<file path="src/core/ir_relay_regs.svh">
// nonvolatile word map, ram word map, field positions and timing counts
`ifndef IR_RELAY_REGS_SVH
`define IR_RELAY_REGS_SVH

`define NVM_PULSE_CFG 6'h02
`define NVM_HYST 6'h20
`define NVM_THR 6'h21
`define NVM_RESCALE_MIN 6'h22
`define NVM_FILTER_CFG 6'h25
`define NVM_WORDS 3'h5

`define PCFG_EN_BIT 1
`define PCFG_DRIVE_BIT 2
`define PCFG_RELAY_BIT 3
`define FCFG_FIR_LSB 0
`define FCFG_IIR_LSB 4
`define FCFG_DUAL_BIT 8
`define FCFG_SENSOR_BIT 9
`define FCFG_SHIFT_LSB 12

`define RAM_ZONE1_FILTERED_IR 4'h4
`define RAM_ZONE2_FILTERED_IR 4'h5
`define RAM_TA 4'h6
`define RAM_ZONE1_OBJECT_TEMP 4'h7
`define RAM_ZONE2_OBJECT_TEMP 4'h8
`define RAM_TOS 4'h9
`define RAM_TD 4'ha
`define RAM_IR_OFFSET_RESULT 4'hb
`define RAM_IRG 4'hc
`define RAM_KG 4'hd

`define TA_LOW 16'h2de4
`define TA_HIGH 16'h4dc4
`define KG_BASE 16'h8000
`define KG_FRAC 14
`define FIXED_FIR_LOG2 3'h3
`define FIXED_IIR_SHIFT 3'h2
`define PULSE_MAX 10'h3ff

`define CLK_MHZ 100
`define REQ_TIME_US 1000
`define REQ_CYCLES (`REQ_TIME_US * `CLK_MHZ)

`endif

</file>
<file path="src/core/ir_relay_pkg.sv">
// types shared by the thermometer sequencer
`default_nettype none
package ir_relay_pkg;

  typedef enum logic [2:0] {
    SEQ_LOAD  = 3'b000,
    SEQ_START = 3'b001,
    SEQ_WAIT  = 3'b011,
    SEQ_PROC  = 3'b010,
    SEQ_CALC  = 3'b110,
    SEQ_PULSE = 3'b111
  } seq_state_e;

  typedef enum logic [2:0] {
    STEP_AMB_OFS = 3'h0,
    STEP_AMB_DIE = 3'h1,
    STEP_IR_OFS  = 3'h2,
    STEP_IR_GAIN = 3'h3,
    STEP_ZONE1   = 3'h4,
    STEP_ZONE2   = 3'h5
  } step_e;

endpackage
`default_nettype wire

</file>
<file path="src/core/ir_thermometer_relay_output.sv">
// measurement sequencer, result words, pulse reload and shared pin control
`include "ir_relay_regs.svh"
`default_nettype none
//
// Function
// - pulse output disabled in config: shared pin is serial data right after reset
// - ambient result in word 006h, 0.02 K per lsb, clamped 2de4h..4dc4h
// - object results stored as absolute temperature, 0.02 K per lsb
// - load calibration after reset, then loop measurement continuously
// - ambient: fixed offset filters, die FIR, compensation, IIR, ambient calc
// - common IR stage: offset, gain with compensation, then gain factor
// - per zone FIR, offset and gain compensation, IIR, object temp; zone 2 optional
// - one shared FIR length and one shared IIR length setting
// - each pass ends by rescaling temperatures to 10 bits and loading the pulser
// - relay compares zone 1 object temperature, drives a logic level
// - relay mode needs relay-select bit in word 002h and pulse enable
// - pin driver push-pull or open-drain by drive-type bit
// - threshold from word 021h, hysteresis from word 020h
// - pin high at or above threshold+hyst, low at or below threshold-hyst
// - relay mode keeps measuring; same request switches it to serial
// - relay resumes after leaving it only through a reset or a sleep exit
module ir_thermometer_relay_output
  import ir_relay_pkg::*;
#(
  parameter int REQ_CYCLES = `REQ_CYCLES
) (
  input wire logic i_ref_clk,
  input wire logic i_reset_n,
  output logic o_nvm_rd,
  output logic [5:0] o_nvm_addr,
  input wire logic i_nvm_ack,
  input wire logic [15:0] i_nvm_rdata,
  output logic o_adc_start,
  output logic [2:0] o_adc_chan,
  input wire logic i_adc_done,
  input wire logic [15:0] i_adc_data,
  input wire logic [3:0] i_ram_rd_addr,
  output logic [15:0] o_ram_rd_data,
  output logic o_pulse_load,
  output logic [9:0] o_pulse_word1,
  output logic [9:0] o_pulse_word2,
  input wire logic i_pulse_level,
  input wire logic i_scl_pin,
  input wire logic i_sda_pin,
  output logic o_sda_sync,
  input wire logic i_serial_drive_low,
  input wire logic i_sleep_exit,
  output logic o_sda_out,
  output logic o_sda_oe_n,
  output logic o_serial_mode,
  output logic o_relay_mode,
  output logic o_dual_zone,
  output logic o_die_sensor_sel
);
  logic [15:0] ram_q [16];
  seq_state_e state_q;
  step_e step_q;
  logic [2:0] load_idx_q;
  logic nvm_busy_q;
  logic [15:0] pcfg_q, hyst_q, thr_q, rmin_q, fcfg_q;
  logic [7:0] cnt_q;
  logic [22:0] acc_q;
  logic fixed_len, last_sample, calc_en, wr_en;
  logic [2:0] fir_log2, iir_shift;
  logic [15:0] avg, comp_x, iir_old, iir_new, calc_val, wr_data;
  logic [3:0] iir_addr, calc_addr, wr_addr;
  logic signed [16:0] iir_diff;
  logic [1:0] scl_sync_q, sda_sync_q;
  logic [16:0] req_cnt_q;
  logic serial_q, pulse_active, relay_level, pin_level;
  logic pulse_load_q;
  logic [9:0] word1_q, word2_q;
  logic [15:0] rd_data_q;

  function automatic logic [15:0] sat_sub(input logic [15:0] a, input logic [15:0] b);
    return (a > b) ? 16'(a - b) : 16'h0000;
  endfunction

  function automatic logic [15:0] sat_add(input logic [15:0] a, input logic [15:0] b);
    logic [16:0] s;
    s = {1'b0, a} + {1'b0, b};
    return s[16] ? 16'hffff : s[15:0];
  endfunction

  function automatic logic [15:0] gain_comp(input logic [15:0] x, input logic [15:0] kg);
    logic [31:0] p;
    // widen both factors first so the product keeps its upper half
    p = ({16'h0000, x} * {16'h0000, kg}) >> `KG_FRAC;
    return (|p[31:16]) ? 16'hffff : p[15:0];
  endfunction

  // linear rescale: (t - min) >> shift, clamped to the 10-bit range
  function automatic logic [9:0] rescale(input logic [15:0] t, input logic [15:0] tmin,
                                         input logic [3:0] sh);
    logic [15:0] d;
    d = sat_sub(t, tmin) >> sh;
    return (d > 16'(`PULSE_MAX)) ? `PULSE_MAX : d[9:0];
  endfunction

  function automatic logic [5:0] nvm_word_addr(input logic [2:0] idx);
    unique case (idx)
      3'h0: return `NVM_PULSE_CFG;
      3'h1: return `NVM_HYST;
      3'h2: return `NVM_THR;
      3'h3: return `NVM_RESCALE_MIN;
      default: return `NVM_FILTER_CFG;
    endcase
  endfunction

  // calibration load over the nonvolatile read port
  assign o_nvm_rd = (state_q == SEQ_LOAD) && !nvm_busy_q && (load_idx_q != `NVM_WORDS);
  assign o_nvm_addr = nvm_word_addr(load_idx_q);

  always_ff @(posedge i_ref_clk or negedge i_reset_n) begin
    if (!i_reset_n) begin
      load_idx_q <= 3'h0;
      nvm_busy_q <= 1'b0;
      pcfg_q <= 16'h0000;
      hyst_q <= 16'h0000;
      thr_q <= 16'h0000;
      rmin_q <= 16'h0000;
      fcfg_q <= 16'h0000;
    end else if (o_nvm_rd) begin
      nvm_busy_q <= 1'b1;
    end else if (nvm_busy_q && i_nvm_ack) begin
      nvm_busy_q <= 1'b0;
      load_idx_q <= 3'(load_idx_q + 3'h1);
      unique case (load_idx_q)
        3'h0: pcfg_q <= i_nvm_rdata;
        3'h1: hyst_q <= i_nvm_rdata;
        3'h2: thr_q <= i_nvm_rdata;
        3'h3: rmin_q <= i_nvm_rdata;
        default: fcfg_q <= i_nvm_rdata;
      endcase
    end
  end

  assign o_dual_zone = fcfg_q[`FCFG_DUAL_BIT];
  assign o_die_sensor_sel = fcfg_q[`FCFG_SENSOR_BIT];

  // filter lengths: fixed for offset and gain, one shared setting otherwise
  assign fixed_len = (step_q == STEP_AMB_OFS) || (step_q == STEP_IR_OFS) ||
                     (step_q == STEP_IR_GAIN);
  assign fir_log2 = fixed_len ? `FIXED_FIR_LOG2 : fcfg_q[`FCFG_FIR_LSB +: 3];
  assign iir_shift = fixed_len ? `FIXED_IIR_SHIFT : fcfg_q[`FCFG_IIR_LSB +: 3];
  assign avg = 16'(acc_q >> fir_log2);
  assign last_sample = (cnt_q == 8'((8'h01 << fir_log2) - 8'h01));

  always_comb begin
    unique case (step_q)
      STEP_AMB_OFS: begin
        comp_x = avg;
        iir_addr = `RAM_TOS;
      end
      STEP_AMB_DIE: begin
        comp_x = sat_sub(avg, ram_q[`RAM_TOS]);
        iir_addr = `RAM_TD;
      end
      STEP_IR_OFS: begin
        comp_x = avg;
        iir_addr = `RAM_IR_OFFSET_RESULT;
      end
      STEP_IR_GAIN: begin
        comp_x = sat_sub(avg, ram_q[`RAM_IR_OFFSET_RESULT]);
        iir_addr = `RAM_IRG;
      end
      STEP_ZONE1: begin
        comp_x = gain_comp(sat_sub(avg, ram_q[`RAM_IR_OFFSET_RESULT]), ram_q[`RAM_KG]);
        iir_addr = `RAM_ZONE1_FILTERED_IR;
      end
      default: begin
        comp_x = gain_comp(sat_sub(avg, ram_q[`RAM_IR_OFFSET_RESULT]), ram_q[`RAM_KG]);
        iir_addr = `RAM_ZONE2_FILTERED_IR;
      end
    endcase
  end

  // first-order low pass; the step never overshoots the new sample
  assign iir_old = ram_q[iir_addr];
  assign iir_diff = $signed({1'b0, comp_x}) - $signed({1'b0, iir_old});
  assign iir_new = 16'($signed({1'b0, iir_old}) + (iir_diff >>> iir_shift));

  always_comb begin
    calc_en = 1'b1;
    calc_addr = `RAM_TA;
    calc_val = 16'h0000;
    unique case (step_q)
      STEP_AMB_DIE: begin
        calc_val = sat_add(`TA_LOW, ram_q[`RAM_TD]);
        if (calc_val > `TA_HIGH) begin
          calc_val = `TA_HIGH;
        end
      end
      STEP_IR_GAIN: begin
        calc_addr = `RAM_KG;
        calc_val = sat_sub(`KG_BASE, ram_q[`RAM_IRG]);
      end
      STEP_ZONE1: begin
        calc_addr = `RAM_ZONE1_OBJECT_TEMP;
        calc_val = sat_add(ram_q[`RAM_TA], ram_q[`RAM_ZONE1_FILTERED_IR]);
      end
      STEP_ZONE2: begin
        calc_addr = `RAM_ZONE2_OBJECT_TEMP;
        calc_val = sat_add(ram_q[`RAM_TA], ram_q[`RAM_ZONE2_FILTERED_IR]);
      end
      default: calc_en = 1'b0;
    endcase
  end

  assign wr_en = (state_q == SEQ_PROC) || ((state_q == SEQ_CALC) && calc_en);
  assign wr_addr = (state_q == SEQ_PROC) ? iir_addr : calc_addr;
  assign wr_data = (state_q == SEQ_PROC) ? iir_new : calc_val;

  always_ff @(posedge i_ref_clk or negedge i_reset_n) begin
    if (!i_reset_n) begin
      for (int i = 0; i < 16; i++) begin
        ram_q[i] <= 16'h0000;
      end
    end else if (wr_en) begin
      ram_q[wr_addr] <= wr_data;
    end
  end

  always_ff @(posedge i_ref_clk or negedge i_reset_n) begin
    if (!i_reset_n) begin
      rd_data_q <= 16'h0000;
    end else begin
      rd_data_q <= ram_q[i_ram_rd_addr];
    end
  end
  assign o_ram_rd_data = rd_data_q;

  assign o_adc_start = (state_q == SEQ_START);
  assign o_adc_chan = step_q;

  always_ff @(posedge i_ref_clk or negedge i_reset_n) begin
    if (!i_reset_n) begin
      state_q <= SEQ_LOAD;
      step_q <= STEP_AMB_OFS;
      cnt_q <= 8'h00;
      acc_q <= 23'h000000;
    end else begin
      unique case (state_q)
        SEQ_LOAD: begin
          if (load_idx_q == `NVM_WORDS) begin
            state_q <= SEQ_START;
          end
        end
        SEQ_START: state_q <= SEQ_WAIT;
        SEQ_WAIT: begin
          if (i_adc_done) begin
            acc_q <= 23'(acc_q + 23'(i_adc_data));
            cnt_q <= 8'(cnt_q + 8'h01);
            state_q <= last_sample ? SEQ_PROC : SEQ_START;
          end
        end
        SEQ_PROC: state_q <= SEQ_CALC;
        SEQ_CALC: begin
          acc_q <= 23'h000000;
          cnt_q <= 8'h00;
          if ((step_q == STEP_ZONE2) || ((step_q == STEP_ZONE1) && !o_dual_zone)) begin
            state_q <= SEQ_PULSE;
          end else begin
            step_q <= step_e'(3'(step_q + 3'h1));
            state_q <= SEQ_START;
          end
        end
        SEQ_PULSE: begin
          step_q <= STEP_AMB_OFS;
          state_q <= SEQ_START;
        end
        default: state_q <= SEQ_LOAD;
      endcase
    end
  end

  always_ff @(posedge i_ref_clk or negedge i_reset_n) begin
    if (!i_reset_n) begin
      pulse_load_q <= 1'b0;
      word1_q <= 10'h000;
      word2_q <= 10'h000;
    end else begin
      pulse_load_q <= (state_q == SEQ_PULSE);
      if (state_q == SEQ_PULSE) begin
        word1_q <= rescale(ram_q[`RAM_ZONE1_OBJECT_TEMP], rmin_q, fcfg_q[`FCFG_SHIFT_LSB +: 4]);
        word2_q <= rescale(o_dual_zone ? ram_q[`RAM_ZONE2_OBJECT_TEMP] : ram_q[`RAM_TA], rmin_q,
                           fcfg_q[`FCFG_SHIFT_LSB +: 4]);
      end
    end
  end
  assign o_pulse_load = pulse_load_q;
  assign o_pulse_word1 = word1_q;
  assign o_pulse_word2 = word2_q;

  relay_hysteresis_comparator u_relay (
    .i_ref_clk(i_ref_clk),
    .i_reset_n(i_reset_n),
    .i_eval((state_q == SEQ_CALC) && (step_q == STEP_ZONE1)),
    .i_object_temp(calc_val),
    .i_threshold(thr_q),
    .i_hysteresis(hyst_q),
    .o_level(relay_level)
  );

  always_ff @(posedge i_ref_clk or negedge i_reset_n) begin
    if (!i_reset_n) begin
      scl_sync_q <= 2'b11;
      sda_sync_q <= 2'b11;
    end else begin
      scl_sync_q <= {scl_sync_q[0], i_scl_pin};
      sda_sync_q <= {sda_sync_q[0], i_sda_pin};
    end
  end
  assign o_sda_sync = sda_sync_q[1];

  // pulse mode only once the config is in; before that the pin is serial data
  assign pulse_active = (state_q != SEQ_LOAD) && pcfg_q[`PCFG_EN_BIT] && !serial_q;

  // request: clock line low for longer than the request time
  always_ff @(posedge i_ref_clk or negedge i_reset_n) begin
    if (!i_reset_n) begin
      req_cnt_q <= 17'h00000;
    end else if (!pulse_active || scl_sync_q[1] || i_sleep_exit) begin
      req_cnt_q <= 17'h00000;
    end else if (req_cnt_q != 17'(REQ_CYCLES)) begin
      req_cnt_q <= 17'(req_cnt_q + 17'h00001);
    end
  end

  // only a reset or a sleep exit returns to pulse or relay operation
  always_ff @(posedge i_ref_clk or negedge i_reset_n) begin
    if (!i_reset_n) begin
      serial_q <= 1'b0;
    end else if (pulse_active && (req_cnt_q == 17'(REQ_CYCLES))) begin
      serial_q <= 1'b1;
    end else if (i_sleep_exit) begin
      serial_q <= 1'b0;
    end
  end

  assign o_serial_mode = !pulse_active;
  assign o_relay_mode = pulse_active && pcfg_q[`PCFG_RELAY_BIT];
  assign pin_level = o_relay_mode ? relay_level : i_pulse_level;

  always_comb begin
    if (!pulse_active) begin
      o_sda_out = 1'b0;
      o_sda_oe_n = !i_serial_drive_low;
    end else if (pcfg_q[`PCFG_DRIVE_BIT]) begin
      o_sda_out = pin_level;
      o_sda_oe_n = 1'b0;
    end else begin
      o_sda_out = 1'b0;
      o_sda_oe_n = pin_level;
    end
  end
endmodule
`default_nettype wire

</file>
<file path="src/core/relay_hysteresis_comparator.sv">
// hysteresis comparator producing the relay logic level
`default_nettype none
module relay_hysteresis_comparator (
  input wire logic i_ref_clk,
  input wire logic i_reset_n,
  input wire logic i_eval,
  input wire logic [15:0] i_object_temp,
  input wire logic [15:0] i_threshold,
  input wire logic [15:0] i_hysteresis,
  output logic o_level
);
  // temperature is 0.02 K per lsb, limits 0.01 K per lsb: double the temperature
  logic signed [17:0] temp_x2;
  logic signed [17:0] upper;
  logic signed [17:0] lower;

  assign temp_x2 = $signed({1'b0, i_object_temp, 1'b0});
  assign upper = $signed({2'b00, i_threshold}) + $signed({2'b00, i_hysteresis});
  assign lower = $signed({2'b00, i_threshold}) - $signed({2'b00, i_hysteresis});

  always_ff @(posedge i_ref_clk or negedge i_reset_n) begin
    if (!i_reset_n) begin
      o_level <= 1'b0;
    end else if (i_eval) begin
      if (temp_x2 >= upper) begin
        o_level <= 1'b1;
      end else if (temp_x2 <= lower) begin
        o_level <= 1'b0;
      end
      // between the points the level holds
    end
  end
endmodule
`default_nettype wire

</file>
<file path="config.mk">
export PLATFORM = sky130hd
export DESIGN_NAME = ir_thermometer_relay_output
export DESIGN_NICKNAME = d
export VERILOG_FILES = /design/src/core/ir_relay_pkg.sv /design/src/core/ir_thermometer_relay_output.sv /design/src/core/relay_hysteresis_comparator.sv
export VERILOG_INCLUDE_DIRS = /design/src /design/src/core
export SDC_FILE = /design/constraint.sdc
export NUM_CORES = 2
export LEC_CHECK = 0
export BUFFER_PORTS_ARGS = -buffer_cell sky130_fd_sc_hd__buf_2
export CORE_MARGIN = 2
export CORE_UTILIZATION = 59
export CTS_BUF_LIST = sky130_fd_sc_hd__clkbuf_8 sky130_fd_sc_hd__clkbuf_16
export DETAILED_ROUTE_END_ITERATION = 10
export HOLD_SLACK_MARGIN = 0.12
export PLACE_DENSITY = 0.79
export REMOVE_ABC_BUFFERS = 1
export SLEW_MARGIN = 5
export SYNTH_ARGS = -nofsm -noshare
export SYNTH_HDL_FRONTEND = slang
export SYNTH_HIERARCHICAL = 1
export SYNTH_SLANG_ARGS = --single-unit
</file>
<file path="constraint.sdc">
create_clock -name i_ref_clk -period 14.2 [get_ports i_ref_clk]
set_clock_uncertainty 0.05 [all_clocks]
set_input_delay 4.26 -clock i_ref_clk [delete_from_list [all_inputs] [get_ports i_ref_clk]]
set_output_delay 4.26 -clock i_ref_clk [all_outputs]
set_load 0.02 [all_outputs]
</file>
==> metrics.csv <==
metric,value,unit
worst skew pair latency,0.61,ns
number of core rows,96,
yosys warns,6,
most frequent cell on the critical path,buf_4,
final hold viol count,0,
worst rel slew slack,0.164,
"top cells by area, synth","dfrtp_1, fa_1, ha_1, mux4_2, nand2_1",
overall routing resource usage,0.356,
clk sinks,420,
fin util,0.673,
Fill cells,5421,
"most common cell after layout, fill and taps aside",nand2_1,
Cells after Synth,4501,
sum of negative setup slack,0,ns
final WL,128000,um
leading register cell type out of synthesis,dfrtp_1,
drt first pass iters,8,
crit path kind,register to register,
ANT nets after route,0,
Avg WL per Cell,22.9,um
Setup-failing EPs final,0,
fin nets,5216,
most frequent cells in the layout,"nand2_1, dfrtp_1, inv_1",
CTS buffer count,47,
slowest library cell on the worst path,fa_1,
Layout area overhead,12.6,%
IO Pins,100,
register area share after synthesis,0.256,
Bufs on Longest Clock Path,3,
Post-synth EDFFs,0,
Worst path max stage delay,0.55,ns
Remaining DRCs,0,
ys async rst share,1.00,
Synth Register Bits,420,
I/O Buffers,97,
DP Wirelength,97700,um
crit-path max FO,8,
Overflow after GRT,0,
fmax,0.0712,GHz
"Slew Viols, Final",0,
Netlist Area Pre-Place,41100,um^2
run status,finished clean,
DR vias,36000,
crit-path leading delay family,adder cells,
CTS tree,built,
Netlist cell types,107,
syn avg cell area,9.14,um^2
Reg2Reg Setup Slack,0.16,ns
CTS hold repair buffers,0,
post-synth top area share,0.253,
WP buf/inv,16,
clock slew at reported path FFs,0.07,ns
WP data required,14.64,ns
First DRT Iteration DRCs,4097,
share of layout cells above drive strength 1,0.199,
die area,71900,um^2
FF+latch area,10500,um^2
Worst setup SP type,register,
Synth area leader,dfrtp_1,
largest net degree at the start of global routing,133,
actual slew at the worst max-slew pin,1.25,ns
initial antenna violation count,7,
Max H-tree Level,2,
crit path time final,14.04,ns
Critical Path End Type,register,
max cap viols,0,
vias in the first global route,34700,
GPL Wtd Cong,0.999,
final worst-path cycle share,0.989,
worst hold path class,register to register,
Die Width,268,um
Multi-input gate area,28800,um^2
Via density,6.41,
first-pass GRT wire length,198000,um
chip height,268,um
CORE AREA,68800,um^2
Worst Path Arrival,14.48,ns
Starting Density,0.598,
CTS root buffer,clkbuf_16,
[flip-flops by register name, summed over array words and instances (netlist names)]
| register | cells |
|---|---|
| load_idx_q | 3 |
| rmin_q | 16 |
| nvm_busy_q | 1 |
| thr_q | 16 |
| scl_sync_q | 2 |
| sda_sync_q | 2 |
| acc_q | 23 |
| o_pulse_word2 | 10 |
| ram_q | 256 |
| o_ram_rd_data | 16 |
| o_pulse_load | 1 |
| hyst_q | 16 |
| state_q | 3 |
| o_pulse_word1 | 10 |
| u_relay/o_level | 1 |
| serial_q | 1 |
| req_cnt_q | 17 |
| pcfg_q | 3 |
| fcfg_q | 12 |
| o_adc_chan | 3 |
| cnt_q | 8 |
[layout make-up]
| type | instances | area share |
|---|---|---|
| timing repair buffer | 365 | 0.0573 |
| clock inverter | 31 | 0.00758 |
| inverter | 408 | 0.0330 |
| tap | 931 | 0.0251 |
| multi-input combinational | 3401 | 0.622 |
| antenna | 1 | 0.0000540 |
| sequential | 420 | 0.227 |
| clock buffer | 56 | 0.0283 |
[through the flow]
stage / hold WS, ns / cell area, um^2 / instances / setup slack (ns)
after floorplan: 0.295 / 40000 / 4228 / -1.12
after global placement: 0.296 / 43500 / 5483 / 0.182
after detailed placement: 0.297 / 43500 / 5483 / -0.389
after CTS: 0.306 / 45200 / 5572 / 0.00605
after global routing: 0.309 / 46400 / 5612 / -0.257
final: 0.305 / 46400 / 5613 / 0.158
[cells in the mapped netlist, types with 22 or more instances]
master and instances:
a211oi_1 36, a21o_1 55, a21oi_1 260, a31oi_1 35
and2_1 145, and3_1 30, buf_1 22, clkbuf_1 223
dfrtp_1 416, fa_1 204, ha_1 324, inv_1 402
mux2_2 135, mux2i_1 93, mux4_2 129, nand2_1 463
nand2b_1 34, nand3_1 68, nand4_1 34, nor2_1 322
nor2b_1 40, nor3_1 68, nor4_1 25, o211ai_1 32
o21a_1 40, o21ai_0 274, or3_1 28, xnor2_1 117
xor2_1 73
[repair_timing]
action | CTS | global route
endpoints found under the setup margin | 40 | 149
cloned | 0 | 1
setup buffers | 2 | 41
endpoints found under the hold margin | 0 | 0
gates resized for setup | 19 | 185
pin swaps | 5 | 96
[cells by family after synthesis]
logic type	synth area share
AND/OR/NAND/NOR	0.151
AO/OA/AOI/OAI	0.159
buffers and inverters	0.0645
adder cells (fa/ha/maj)	0.198
flip-flops	0.256
multiplexers	0.132
XOR/XNOR	0.0404
other	0.0000911
[routing by layer]
| layer | global-route usage | wire length (um) | vias to the layer above |
|---|---|---|---|
| met2 | 0.543 | 56700 | 1984 |
| li1 | - | - | 16100 |
| met1 | 0.495 | 51500 | 17500 |
| met4 | 0.133 | 5430 | 8 |
| met5 | 0 | 52 | - |
| met3 | 0.0851 | 14600 | 345 |
[final timing paths]
path	startpoint	cells past startpoint	to
max in group asynchronous	i_reset_n	3	ram_q[73]
setup / recovery	o_adc_chan[1]	68	ram_q[175]
hold / removal	sda_sync_q[0]	0	sda_sync_q[1]
min in group asynchronous	i_reset_n	1	o_ram_rd_data[4]
hold reg to reg	sda_sync_q[0]	0	sda_sync_q[1]
setup reg to reg	o_adc_chan[1]	68	ram_q[175]
Power is not shown: default switching activity piles up to over one toggle a cycle in this logic, so the estimate is an artifact.
